<file path="src/hw/wdtu_defs.svh">
// wdtu_defs.svh: offsets, field positions, reset values and timing counts for the watchdog
// assumes: included by bare name into the watchdog sources
`ifndef WDTU_DEFS_SVH
`define WDTU_DEFS_SVH

// register byte offsets on the wishbone bus
`define WDTU_OFS_MODE        4'h0
`define WDTU_OFS_CMD         4'h4
`define WDTU_OFS_STAT        4'h8
`define WDTU_OFS_MASK        4'hC

// mode register field positions
`define WDTU_MODE_EN_BIT     7
`define WDTU_MODE_PER_HI     6
`define WDTU_MODE_PER_LO     4
`define WDTU_MODE_IDLE_BIT   2
`define WDTU_MODE_ACT_BIT    1

// mode register reset fields
`define WDTU_RST_EN          1'b1
`define WDTU_RST_PER         3'h0
`define WDTU_RST_IDLE        1'b0
`define WDTU_RST_ACT         1'b1

// command codes
`define WDTU_CODE_DISABLE    8'hB1
`define WDTU_CODE_CLEAR      8'h4E

// event status bits
`define WDTU_EV_NMI_BIT      0
`define WDTU_EV_RST_BIT      1

// timing: internal reset length in system clock states
`define WDTU_RST_STATES      32
`define WDTU_CNT_W           25

`endif

</file>
<file path="src/hw/wdtu_pkg.sv">
// wdtu_pkg.sv: types shared by the watchdog sources
// assumes: compiled before the modules that use it
package wdtu_pkg;

  // mode register fields as software sees them
  typedef struct packed {
    logic       enable;
    logic [2:0] period;
    logic       idle_run;
    logic       action;
  } wdtu_mode_t;

  // state of the internal reset pulse
  typedef enum logic [0:0] {
    WDTU_RST_IDLE_S,
    WDTU_RST_BUSY_S
  } wdtu_rst_state_t;

endpackage : wdtu_pkg

</file>
<file path="src/hw/wdtu_counter.sv">
// wdtu_counter.sv: free binary counter with period compare for the watchdog
// assumes: one clock, synchronous active-low reset, controls from the same clock domain
`timescale 1ns/10ps
`default_nettype none
`include "wdtu_defs.svh"

module wdtu_counter #(
  parameter int CNT_W = `WDTU_CNT_W
) (
  input  wire logic             clk_in,
  input  wire logic             rst_n_in,
  input  wire logic             run_in,
  input  wire logic             zero_in,
  input  wire logic [2:0]       period_in,
  output logic                  expire_out,
  output logic [CNT_W-1:0]      count_out
);

  // terminal count for a period code: 2^(15 + 2*code) cycles
  function automatic logic [CNT_W:0] period_len(input logic [2:0] code);
    logic [CNT_W:0] len;
    len = '0;
    case (code)
      3'h0:    len = (CNT_W+1)'(1) << 15;
      3'h1:    len = (CNT_W+1)'(1) << 17;
      3'h2:    len = (CNT_W+1)'(1) << 19;
      3'h3:    len = (CNT_W+1)'(1) << 21;
      3'h4:    len = (CNT_W+1)'(1) << 23;
      3'h5:    len = (CNT_W+1)'(1) << 25;
      // prohibited codes behave as the longest period
      default: len = (CNT_W+1)'(1) << 25;
    endcase
    return len;
  endfunction : period_len

  logic [CNT_W:0] cnt_r;
  logic [CNT_W:0] cnt_nxt;
  logic           expire_r;

  assign cnt_nxt = cnt_r + (CNT_W+1)'(1);

  // up-counter; clear wins over counting
  always_ff @(posedge clk_in) begin
    if (!rst_n_in) begin
      cnt_r <= '0;
    end else if (zero_in) begin
      cnt_r <= '0;
    end else if (run_in) begin
      // wraps to zero on expiry; >= so a period shortened below the count still expires
      cnt_r <= (cnt_nxt >= period_len(period_in)) ? '0 : cnt_nxt;
    end
  end

  // one-cycle pulse when the full period has been counted
  always_ff @(posedge clk_in) begin
    if (!rst_n_in) begin
      expire_r <= 1'b0;
    end else begin
      expire_r <= run_in && !zero_in && (cnt_nxt >= period_len(period_in));
    end
  end

  assign expire_out = expire_r;
  assign count_out  = cnt_r[CNT_W-1:0];

endmodule : wdtu_counter

`default_nettype wire

</file>
<file path="src/hw/wdtu_top.sv">
// wdtu_top.sv: watchdog timeout unit with classic wishbone register slave
// assumes: one 25 MHz clock, synchronous active-low reset, idle/debug flags from same domain
//
// The Wishbone interface to the registers is this design's own decision.
`timescale 1ns/10ps
`default_nettype none
`include "wdtu_defs.svh"

module wdtu_top #(
  parameter int CNT_W = `WDTU_CNT_W
) (
  input  wire logic        clk_in,
  input  wire logic        rst_n_in,
  // classic wishbone slave
  input  wire logic        wb_cyc_in,
  input  wire logic        wb_stb_in,
  input  wire logic        wb_we_in,
  input  wire logic [3:0]  wb_adr_in,
  input  wire logic [3:0]  wb_sel_in,
  input  wire logic [31:0] wb_dat_in,
  output logic [31:0]      wb_dat_out,
  output logic             wb_ack_out,
  // processor state
  input  wire logic        idle_mode_in,
  input  wire logic        debug_mode_in,
  // timeout actions
  output logic             timeout_nmi_request_out,
  output logic             wdt_reset_out,
  output logic             irq_out
);

  wdtu_pkg::wdtu_mode_t       mode_r;
  wdtu_pkg::wdtu_rst_state_t  rst_state_r;
  logic                       running_r;
  logic [1:0]                 stat_r;
  logic [1:0]                 mask_r;
  logic [5:0]                 rst_cnt_r;
  logic                       nmi_r;
  logic                       wrst_r;
  logic                       irq_r;
  logic [31:0]                rdata_r;
  logic                       ack_r;

  logic                       wb_req;
  logic                       wr_mode;
  logic                       wr_cmd;
  logic                       wr_stat;
  logic                       wr_mask;
  logic                       cmd_disable;
  logic                       cmd_clear;
  logic                       cnt_run;
  logic                       cnt_zero;
  logic                       expire;
  logic [1:0]                 ev_set;

  // a new request is taken only while no ack is standing, so each access acks once
  assign wb_req  = wb_cyc_in && wb_stb_in && !ack_r;
  assign wr_mode = wb_req && wb_we_in && wb_sel_in[0] && (wb_adr_in == `WDTU_OFS_MODE);
  assign wr_cmd  = wb_req && wb_we_in && wb_sel_in[0] && (wb_adr_in == `WDTU_OFS_CMD);
  assign wr_stat = wb_req && wb_we_in && wb_sel_in[0] && (wb_adr_in == `WDTU_OFS_STAT);
  assign wr_mask = wb_req && wb_we_in && wb_sel_in[0] && (wb_adr_in == `WDTU_OFS_MASK);

  // command decode; enable bit must already be clear for the disable code
  assign cmd_disable = wr_cmd && (wb_dat_in[7:0] == `WDTU_CODE_DISABLE)
                       && !mode_r.enable;
  assign cmd_clear   = wr_cmd && (wb_dat_in[7:0] == `WDTU_CODE_CLEAR);

  // counting gate: run state set, not in debug, and idle only if idle-run set
  assign cnt_run  = running_r && !debug_mode_in
                    && (!idle_mode_in || mode_r.idle_run);
  assign cnt_zero = cmd_clear || cmd_disable;

  wdtu_counter #(
    .CNT_W (CNT_W)
  ) u_counter (
    .clk_in     (clk_in),
    .rst_n_in   (rst_n_in),
    .run_in     (cnt_run),
    .zero_in    (cnt_zero),
    .period_in  (mode_r.period),
    .expire_out (expire),
    .count_out  ()
  );

  // mode register; fields take write data on a byte-0 write
  always_ff @(posedge clk_in) begin
    if (!rst_n_in) begin
      mode_r.enable   <= `WDTU_RST_EN;
      mode_r.period   <= `WDTU_RST_PER;
      mode_r.idle_run <= `WDTU_RST_IDLE;
      mode_r.action   <= `WDTU_RST_ACT;
    end else if (wr_mode) begin
      mode_r.enable   <= wb_dat_in[`WDTU_MODE_EN_BIT];
      mode_r.period   <= wb_dat_in[`WDTU_MODE_PER_HI:`WDTU_MODE_PER_LO];
      mode_r.idle_run <= wb_dat_in[`WDTU_MODE_IDLE_BIT];
      mode_r.action   <= wb_dat_in[`WDTU_MODE_ACT_BIT];
    end
  end

  // run state: clearing the enable bit alone keeps counting, guarding against stray writes
  always_ff @(posedge clk_in) begin
    if (!rst_n_in) begin
      running_r <= 1'b1;
    end else if (cmd_disable) begin
      running_r <= 1'b0;
    end else if (wr_mode && wb_dat_in[`WDTU_MODE_EN_BIT]) begin
      running_r <= 1'b1;
    end
    // other command values fall through and change nothing
  end

  // timeout request: nmi level held until a clear or disable command, as the runaway pin would be
  always_ff @(posedge clk_in) begin
    if (!rst_n_in) begin
      nmi_r <= 1'b0;
    end else if (expire && !mode_r.action) begin
      nmi_r <= 1'b1;
    end else if (cmd_clear || cmd_disable) begin
      nmi_r <= 1'b0;
    end
  end

  // internal reset pulse of a fixed number of states
  always_ff @(posedge clk_in) begin
    if (!rst_n_in) begin
      rst_state_r <= wdtu_pkg::WDTU_RST_IDLE_S;
      rst_cnt_r   <= '0;
      wrst_r      <= 1'b0;
    end else begin
      case (rst_state_r)
        wdtu_pkg::WDTU_RST_IDLE_S: begin
          if (expire && mode_r.action) begin
            rst_state_r <= wdtu_pkg::WDTU_RST_BUSY_S;
            rst_cnt_r   <= 6'(`WDTU_RST_STATES - 1);
            wrst_r      <= 1'b1;
          end
        end
        wdtu_pkg::WDTU_RST_BUSY_S: begin
          if (rst_cnt_r == 6'h00) begin
            rst_state_r <= wdtu_pkg::WDTU_RST_IDLE_S;
            wrst_r      <= 1'b0;
          end else begin
            rst_cnt_r <= rst_cnt_r - 6'h01;
          end
        end
        default: begin
          rst_state_r <= wdtu_pkg::WDTU_RST_IDLE_S;
          wrst_r      <= 1'b0;
        end
      endcase
    end
  end

  // sticky event bits; a new event beats a write-one clear in the same cycle
  assign ev_set[`WDTU_EV_NMI_BIT] = expire && !mode_r.action;
  assign ev_set[`WDTU_EV_RST_BIT] = expire && mode_r.action;

  always_ff @(posedge clk_in) begin
    if (!rst_n_in) begin
      stat_r <= '0;
    end else begin
      stat_r <= (stat_r & ~(wr_stat ? wb_dat_in[1:0] : 2'h0)) | ev_set;
    end
  end

  // interrupt mask
  always_ff @(posedge clk_in) begin
    if (!rst_n_in) begin
      mask_r <= '0;
    end else if (wr_mask) begin
      mask_r <= wb_dat_in[1:0];
    end
  end

  // maskable summary interrupt, registered for a clean output
  always_ff @(posedge clk_in) begin
    if (!rst_n_in) begin
      irq_r <= 1'b0;
    end else begin
      irq_r <= |((stat_r & ~(wr_stat ? wb_dat_in[1:0] : 2'h0) | ev_set) & mask_r);
    end
  end

  // bus answer: one wait state, ack for one cycle, unmapped reads give zero
  always_ff @(posedge clk_in) begin
    if (!rst_n_in) begin
      ack_r   <= 1'b0;
      rdata_r <= '0;
    end else begin
      ack_r   <= wb_req;
      rdata_r <= '0;
      if (wb_req && !wb_we_in) begin
        case (wb_adr_in)
          `WDTU_OFS_MODE: begin
            rdata_r[`WDTU_MODE_EN_BIT]                    <= mode_r.enable;
            rdata_r[`WDTU_MODE_PER_HI:`WDTU_MODE_PER_LO]  <= mode_r.period;
            rdata_r[`WDTU_MODE_IDLE_BIT]                  <= mode_r.idle_run;
            rdata_r[`WDTU_MODE_ACT_BIT]                   <= mode_r.action;
          end
          `WDTU_OFS_STAT: rdata_r[1:0] <= stat_r;
          `WDTU_OFS_MASK: rdata_r[1:0] <= mask_r;
          // command register and unmapped words read as zero
          default:        rdata_r      <= '0;
        endcase
      end
    end
  end

  assign wb_ack_out              = ack_r;
  assign wb_dat_out              = rdata_r;
  assign timeout_nmi_request_out = nmi_r;
  assign wdt_reset_out           = wrst_r;
  assign irq_out                 = irq_r;

endmodule : wdtu_top

`default_nettype wire

</file>
<file path="config.mk">
export PLATFORM = sky130hd
export DESIGN_NAME = wdtu_top
export DESIGN_NICKNAME = d
export VERILOG_FILES = /design/src/hw/wdtu_pkg.sv /design/src/hw/wdtu_counter.sv /design/src/hw/wdtu_top.sv
export VERILOG_INCLUDE_DIRS = /design/src /design/src/hw
export SDC_FILE = /design/constraint.sdc
export NUM_CORES = 1
export LEC_CHECK = 0
export BUFFER_PORTS_ARGS = -buffer_cell sky130_fd_sc_hd__buf_2
export CAP_MARGIN = 20
export CORE_UTILIZATION = 54
export CTS_CLUSTER_SIZE = 14
export DETAILED_ROUTE_END_ITERATION = 16
export GPL_TIMING_DRIVEN = 1
export PLACE_DENSITY = 0.8
export SYNTH_ARGS = -nofsm -noshare
export SYNTH_HDL_FRONTEND = slang
export SYNTH_SLANG_ARGS = --single-unit
</file>
<file path="constraint.sdc">
create_clock -name clk_in -period 3.9 [get_ports clk_in]
set_input_delay 0.195 -clock clk_in [delete_from_list [all_inputs] [get_ports clk_in]]
set_output_delay 0.195 -clock clk_in [all_outputs]
set_load 0.02 [all_outputs]
</file>
==> implementation parameters, run 1 <==
Parameter                              Value

STA
  Total count of max-transition violations in the final report ... 0
  Tmin final ... between 3 and 4 ns
  Hold Violations, Final ... 0
  Total Neg Setup Slack ... 0 ns
  Maximum achievable frequency ... roughly 280 MHz
  Skew final ... approximately 0.014 ns
  Crit share post-route ... between 90% and 100%
  Relative slew slack ... 56.1%
  Slew at the pin with the worst max-slew slack ... 0.658 ns
  Unrepaired setup endpoints after global routing ... no
  Final Setup Violations ... 0

Power and ir drop
  PD cells ... 259 nW/um^2
  Leak ... between 1.5 and 2 nW
  IR drop worst, VDD ... 264 uV

Worst setup path
  Worst Setup SP ... u_counter.cnt_r[3]
  CP Capture Type ... flip-flop
  Capture point of the worst path ... u_counter.cnt_r[0]
  WP data arrival ... 3.80 ns
  Maximum fanout along the worst path ... 9
  Reg2reg path depth ... 15
  Critical R2R Capture ... u_counter.cnt_r[0]
  Category of the most critical setup path ... flip-flop to flip-flop
  Required @ worst endpoint ... 4.14 ns
  Critical Path Start Type ... flip-flop
  Worst reg2reg startpoint ... u_counter.cnt_r[3]
  Reg2Reg Setup Slack ... 0.34 ns

Synthesis
  Total of warnings raised by yosys ... 0
  Per-instance average area after synthesis ... about 8.5 um^2
  Number of instances in the synthesized netlist ... around 420
  Fraction of synthesis flops using an asynchronous set or reset pin ... 0%
  Netlist Area Pre-Place ... around 3500 um^2
  Top FF cell, synth ... sky130_fd_sc_hd__dfxtp_1
  Post-synthesis register bit count ... between 50 and 60
  Post-synth EDFFs ... 0
  Distinct cells, synth ... 66
  Sequential area share after synthesis ... about a third

Detailed routing
  DRC violation count after routing ... 0
  Detailed Routing Iterations Pass 1 ... 6
  Number of DRC violations after detailed-routing iteration 0 ... 212
  Routed WL ... 7160 um
  Vias after detailed routing ... just under 3000
  Via-per-instance ratio ... around 5.7
  Detail-routed net length per standard cell ... roughly 14 um
  Residual antenna-violating net count after detailed routing ... 0

Global routing
  Overall routing resource usage ... between 20% and 30%
  Antenna violations before repair ... 0
  Vias in the first global route ... 2699
  Final global-route overflow total ... 0
  Maximum number of pins on one net before global-route repair ... 29
  Global-route wire length before repair ... 12300 um

Finish
  Area growth, synth to finish ... 6.58%
  Post-route design area ... about 3800 um^2
  Most frequent standard cell in the layout excluding fill and tap cells ... sky130_fd_sc_hd__dfxtp_1
  Most frequent cells in the layout ... 56 x sky130_fd_sc_hd__dfxtp_1, 35 x sky130_fd_sc_hd__nand2_1, 30 x sky130_fd_sc_hd__buf_2, 25 x sky130_fd_sc_hd__conb_1, 23 x sky130_fd_sc_hd__nand3_1
  Ant. Diodes ... 0
  Share of final-layout standard cells stronger than drive strength 1 ... between 10% and 20%
  Number of nets in the layout ... 499
  Final core occ ... 59.3%

Die
  Die area ... approximately 6900 um^2
  Core Area ... around 6300 um^2
  Die height ... around 83 um
  Initial cell density of the core ... 55.7%
  Boundary Pins ... slightly above 80
  Chip width ... about 83 um
  Placement Rows ... 29

Clock network
  Post-CTS setup buffer count ... 0
  Cts hold-fix bufs ... 0
  Cells resized by post-CTS repair ... 0
  TritonCTS clock tree ... yes
  Buffer depth of the longest clock path ... 2
  Clock latency on the worst-skew pair ... 0.32 ns
  CTS Buf Count ... 5
  Worst-path clk slew ... 0.11 ns
  TritonCTS sink count ... 56
  Maximum level of the CTS H-tree ... 2
  Root cell of the clock tree ... sky130_fd_sc_hd__clkbuf_8

Placement
  Post-DP HPWL ... 5070 um
  Placed cell area ... about 3700 um^2
  Port Buffers ... 30
  Routability cong. ... 0.890

Status
  Run status ... completed

Worst hold path
  Hold crit path type ... input pin to flip-flop

Job
  Max-cap violations ... 0
-- how the worst min path moves through the flow --
| stage | depth (start not counted) | slack, ns | start | endpoint |
|---|---|---|---|---|
| detailed placement | 1 | 0.43 | wb_ack_out | wb_ack_out |
| global route | 3 | 0.11 | wb_stb_in | wb_ack_out |
| finish | 3 | 0.12 | wb_stb_in | wb_ack_out |
| CTS | 3 | 0.12 | wb_stb_in | wb_ack_out |
| global placement | 1 | 0.43 | wb_ack_out | wb_ack_out |
| floorplan | 2 | 0.32 | wb_dat_in[1] | mode_r[0] |
-- critical path, cell delays in order, from the launching register on --
cell	delay [ns]
sky130_fd_sc_hd__dfxtp_1	0.46
sky130_fd_sc_hd__nand4_1	0.16
sky130_fd_sc_hd__nor2_1	0.26
sky130_fd_sc_hd__nand2_1	0.13
sky130_fd_sc_hd__nor3_1	0.28
sky130_fd_sc_hd__and3_1	0.28
sky130_fd_sc_hd__nand3_1	0.11
sky130_fd_sc_hd__xnor2_1	0.15
sky130_fd_sc_hd__ha_1	0.33
sky130_fd_sc_hd__nand3_1	0.11
sky130_fd_sc_hd__nor2_1	0.04
sky130_fd_sc_hd__mux2_2	0.29
sky130_fd_sc_hd__o211ai_1	0.11
sky130_fd_sc_hd__nand3_1	0.20
sky130_fd_sc_hd__or4_1	0.44
sky130_fd_sc_hd__a21oi_1	0.13
-- cells by family (layout without fill, tap and decap cells) --
logic type,count (synthesis),in the layout,synth area share [%]
adders and majority gates,9,9,3.18
and+or+nand+nor,189,189,31.8
other,1,25,0.106
xor gates and xnor gates,26,26,6.44
buffers and inverters,55,59,9.45
AOI/OAI and AO/OA,68,68,13.8
muxes,12,12,3.47
DFF,56,56,31.7
-- cells in the mapped netlist, types with 3 or more instances --
cell	n	area [um^2]
sky130_fd_sc_hd__nor4_1	7	43.8
sky130_fd_sc_hd__nor2_1	18	67.6
sky130_fd_sc_hd__xor2_1	19	166
sky130_fd_sc_hd__clkbuf_1	15	56.3
sky130_fd_sc_hd__a211o_1	4	35.0
sky130_fd_sc_hd__dfxtp_1	56	1120
sky130_fd_sc_hd__inv_1	6	22.5
sky130_fd_sc_hd__nand2_1	35	131
sky130_fd_sc_hd__nand4_1	11	68.8
sky130_fd_sc_hd__nor3b_1	3	22.5
sky130_fd_sc_hd__and4_1	3	26.3
sky130_fd_sc_hd__xnor2_1	7	61.3
sky130_fd_sc_hd__and3_1	10	62.6
sky130_fd_sc_hd__and2_1	15	93.8
sky130_fd_sc_hd__o21a_1	6	45.0
sky130_fd_sc_hd__a21oi_1	16	80.1
sky130_fd_sc_hd__ha_1	9	113
sky130_fd_sc_hd__nor2b_1	12	75.1
sky130_fd_sc_hd__a21boi_0	4	30.0
sky130_fd_sc_hd__buf_4	26	195
sky130_fd_sc_hd__mux2i_1	10	100
sky130_fd_sc_hd__nand3b_1	3	22.5
sky130_fd_sc_hd__nand3_1	23	115
sky130_fd_sc_hd__buf_2	3	15.0
sky130_fd_sc_hd__o211ai_1	7	52.6
sky130_fd_sc_hd__o21ai_0	8	40.0
sky130_fd_sc_hd__or3_1	4	25.0
sky130_fd_sc_hd__nor3_2	12	120
sky130_fd_sc_hd__nor3_1	15	75.1
-- where the power goes --
group	internal, mW	total [mW]	switching [mW]
clock network	0.131	0.331	0.200
registers	0.574	0.576	0.00285
logic	0.0168	0.0668	0.0500
total	0.722	0.974	0.252
-- routing by layer --
metal / routed length, um / GRT usage (%)
met5: 0 / 0
met2: 3420 / 35.2
met1: 3380 / 28.7
met4: 66 / 4.39
met3: 302 / 4.17
-- state kept, by name, summed over array words and instances, names as in the netlist, 2 cells and up --
signal / count
wb_dat_out: 7
stat_r: 2
mode_r: 6
u_counter.cnt_r: 26
mask_r: 2
rst_cnt_r: 6
-- cell type report --
type,count,area [um^2]
clock buffers,5,68.8
clock inverters,3,26.3
fillers,561,2580
inverters,6,22.5
multi-input cells,329,2170
flip-flops and latches,56,1120
well taps,77,96.3
repair buffers,45,263
-- stage by stage --
step / setup WS [ns] / hold slack, ns / power, mW / instances
5_1_grt: 0.101 / 0.109 / 1.02 / 521
2_1_floorplan: 0.723 / 0.320 / 0.654 / 440
3_3_place_gp: 0.471 / 0.429 / 0.655 / 513
4_1_cts: 0.364 / 0.117 / 0.984 / 521
6_report: 0.340 / 0.118 / 0.974 / 521
3_5_place_dp: 0.415 / 0.435 / 0.655 / 513
Power figures use the tool's default switching activity.
==> run 2, diff against run 1 <==
Settings changed: ABC_AREA set to 1.
==> implementation parameters, run 2 <==
Parameter                              Value

Synthesis
  Most used standard cells in the synthesized netlist ... 118 x sky130_fd_sc_hd__nand2_1, 63 x sky130_fd_sc_hd__inv_1, 56 x sky130_fd_sc_hd__dfxtp_1
  Fraction of synthesis flops using an asynchronous set or reset pin ... 0%
  Per-instance average area after synthesis ... 7.03 um^2
  Post-synthesis register bit count ... 56
  Post-synth EDFFs ... 0
  Sequential area share after synthesis ... a little under a third
  Number of instances in the synthesized netlist ... 500
  Dominant cell by count in the synthesized netlist ... sky130_fd_sc_hd__nand2_1
  Cell type with the largest total area after synthesis ... sky130_fd_sc_hd__dfxtp_1
  Distinct cells, synth ... 39
  Netlist Area Pre-Place ... 3510 um^2
  Top FF cell, synth ... sky130_fd_sc_hd__dfxtp_1
  Total of warnings raised by yosys ... 0
  Ranking of synthesized cells by area ... sky130_fd_sc_hd__dfxtp_1 32%, sky130_fd_sc_hd__nand2_1 13%, sky130_fd_sc_hd__nor2_4 7.7%
  Area share of the largest cell type after synthesis ... 31.9%

Clock network
  TritonCTS sink count ... 56
  Worst-path clk slew ... about 0.11 ns
  Cts hold-fix bufs ... 0
  CTS Buf Count ... 5
  Post-CTS setup buffer count ... 0
  Maximum level of the CTS H-tree ... 2
  Clock latency on the worst-skew pair ... 0.31 ns
  Buffer depth of the longest clock path ... 2
  Root cell of the clock tree ... sky130_fd_sc_hd__clkbuf_8
  TritonCTS clock tree ... yes
  Cells resized by post-CTS repair ... 0

Finish
  Largest Register ... u_counter.cnt_r
  Share of final-layout standard cells stronger than drive strength 1 ... approximately 16%
  Fill count ... between 500 and 600
  Most frequent standard cell in the layout excluding fill and tap cells ... sky130_fd_sc_hd__nand2_1
  Number of flip-flops under the largest register name ... 26
  Final cell count without fillers ... 606
  Area taken by multi-input logic gates ... between 1500 and 2000 um^2
  Register area ... about 1100 um^2
  Most frequent cells in the layout ... 118 x sky130_fd_sc_hd__nand2_1, 63 x sky130_fd_sc_hd__inv_1, 56 x sky130_fd_sc_hd__dfxtp_1, 46 x sky130_fd_sc_hd__nor2_1, 36 x sky130_fd_sc_hd__o21ai_0
  Area growth, synth to finish ... 5.02%
  Ant. Diodes ... 0
  Number of nets in the layout ... ~580

Placement
  Cell Count Post-Placement ... about 600
  Port Buffers ... 30
  Post-DP HPWL ... ~5200 um
  Routability cong. ... 0.863

STA
  Slew at the pin with the worst max-slew slack ... between 0.8 and 0.9 ns
  Hold Violations, Final ... 0
  Crit share post-route ... a little under nine tenths
  Total count of max-transition violations in the final report ... 0
  Unrepaired setup endpoints after global routing ... no
  Total Neg Setup Slack ... 0 ns
  Relative slew slack ... between 40% and 50%
  Final Setup Violations ... 0
  Skew final ... 0.0100 ns
  Maximum achievable frequency ... between 300 and 400 MHz
  Tmin final ... 3.33 ns

Worst setup path
  CP Capture Type ... flip-flop
  WP data arrival ... around 3.5 ns
  Required @ worst endpoint ... about 4.1 ns
  Reg2Reg Setup Slack ... roughly 0.57 ns
  Critical Path Start Type ... flip-flop
  Maximum fanout along the worst path ... 26
  Category of the most critical setup path ... flip-flop to flip-flop

Die
  Initial cell density of the core ... 55.6%
  Chip width ... between 80 and 90 um
  Boundary Pins ... between 80 and 90
  Die height ... 82.7 um
  Die area ... slightly below 7000 um^2
  Core Area ... 6310 um^2
  Placement Rows ... 29

Power and ir drop
  PD cells ... between 300 and 400 nW/um^2
  IR drop worst, VDD ... around 230 uV
  Leak ... roughly 1.6 nW

Global routing
  Overall routing resource usage ... approximately 21%
  Final global-route overflow total ... 0
  Antenna violations before repair ... 0
  Vias in the first global route ... 2648
  Maximum number of pins on one net before global-route repair ... 30
  Global-route wire length before repair ... approximately 11000 um

Status
  Run status ... completed

Worst hold path
  Hold crit path type ... input pin to flip-flop

Detailed routing
  Routed WL ... just under 7000 um
  Detailed Routing Iterations Pass 1 ... 4
  Number of DRC violations after detailed-routing iteration 0 ... around 140
  Via-per-instance ratio ... 5.05
  Vias after detailed routing ... around 3100
  Residual antenna-violating net count after detailed routing ... 0
  DRC violation count after routing ... 0
  Detail-routed net length per standard cell ... ~11 um

Job
  Max-cap violations ... 0
==> run 2: logic make-up after synthesis <==
kind of cell | Yosys count | share of synthesized area, %
compound gates | 61 | 9.30
xor+xnor | 13 | 3.24
fa+ha+maj | 9 | 3.21
buf+inv | 100 | 14.6
flops | 56 | 31.9
mux | 2 | 0.570
other cells | 1 | 0.107
simple gates | 258 | 37.1
==> run 2: metrics by stage <==
stage | total power, mW | instance area, um^2 | util [%] | hold slack, ns | setup slack [ns]
detailed placement | 0.859 | 3590 | 56.9 | 0.430 | 0.604
floorplan | 0.840 | 3600 | - | 0.344 | 1.32
global placement | 0.851 | 3590 | 56.9 | 0.428 | 0.711
global route | 1.26 | 3690 | 58.4 | 0.144 | 0.266
CTS | 1.19 | 3690 | 58.4 | 0.128 | 0.591
finish | 1.18 | 3690 | 58.4 | 0.135 | 0.567
==> run 2: worst max-delay path: stages (launching register included) <==
cell and delay, ns:
sky130_fd_sc_hd__dfxtp_1 0.48, sky130_fd_sc_hd__nand2_2 0.13, sky130_fd_sc_hd__nor2_4 0.19, sky130_fd_sc_hd__nand3_4 0.12, sky130_fd_sc_hd__nor2_4 0.16, sky130_fd_sc_hd__nand2_1 0.12
sky130_fd_sc_hd__xnor2_1 0.15, sky130_fd_sc_hd__inv_1 0.07, sky130_fd_sc_hd__ha_1 0.27, sky130_fd_sc_hd__nand2_1 0.05, sky130_fd_sc_hd__nor2_1 0.14, sky130_fd_sc_hd__nand3_1 0.11
sky130_fd_sc_hd__nor2_1 0.10, sky130_fd_sc_hd__nand3_1 0.08, sky130_fd_sc_hd__nor2_1 0.09, sky130_fd_sc_hd__nand2_1 0.06, sky130_fd_sc_hd__nand2_1 0.07, sky130_fd_sc_hd__nand2_1 0.05
sky130_fd_sc_hd__nand2_1 0.09, sky130_fd_sc_hd__nand2_2 0.08, sky130_fd_sc_hd__nand2_4 0.48, sky130_fd_sc_hd__nor2_1 0.11
==> run 2: final timing paths <==
check | startpoint | end | cells past startpoint
setup reg to reg | u_counter.cnt_r[2] | u_counter.cnt_r[14] | 21
hold / removal | wb_dat_in[7] | mode_r[5] | 3
hold reg to reg | timeout_nmi_request_out | timeout_nmi_request_out | 2
setup / recovery | u_counter.cnt_r[2] | u_counter.cnt_r[14] | 21
==> run 2: final cells by class <==
type,count,area share [%]
multi-input cells,368,53.4
flip-flops and latches,56,30.4
inverters,66,6.75
repair buffers,31,4.27
well taps,77,2.61
clock buffers,5,1.87
clock inverters,3,0.746
==> run 2: routing by layer <==
metal | up-vias | wire [um] | track usage [%]
met5 | - | 0 | 0
met4 | 0 | 104 | 7.41
met3 | 10 | 252 | 4.51
met2 | 64 | 3390 | 36.9
met1 | 1401 | 3070 | 26.2
li1 | 1586 | - | -
==> run 2: power breakdown <==
part | switching [mW] | leakage (nW) | internal (mW)
logic | 0.149 | 1.11 | 0.0728
registers | 0.0255 | 0.456 | 0.601
clock network | 0.203 | 0.0463 | 0.132
total | 0.378 | 1.61 | 0.806
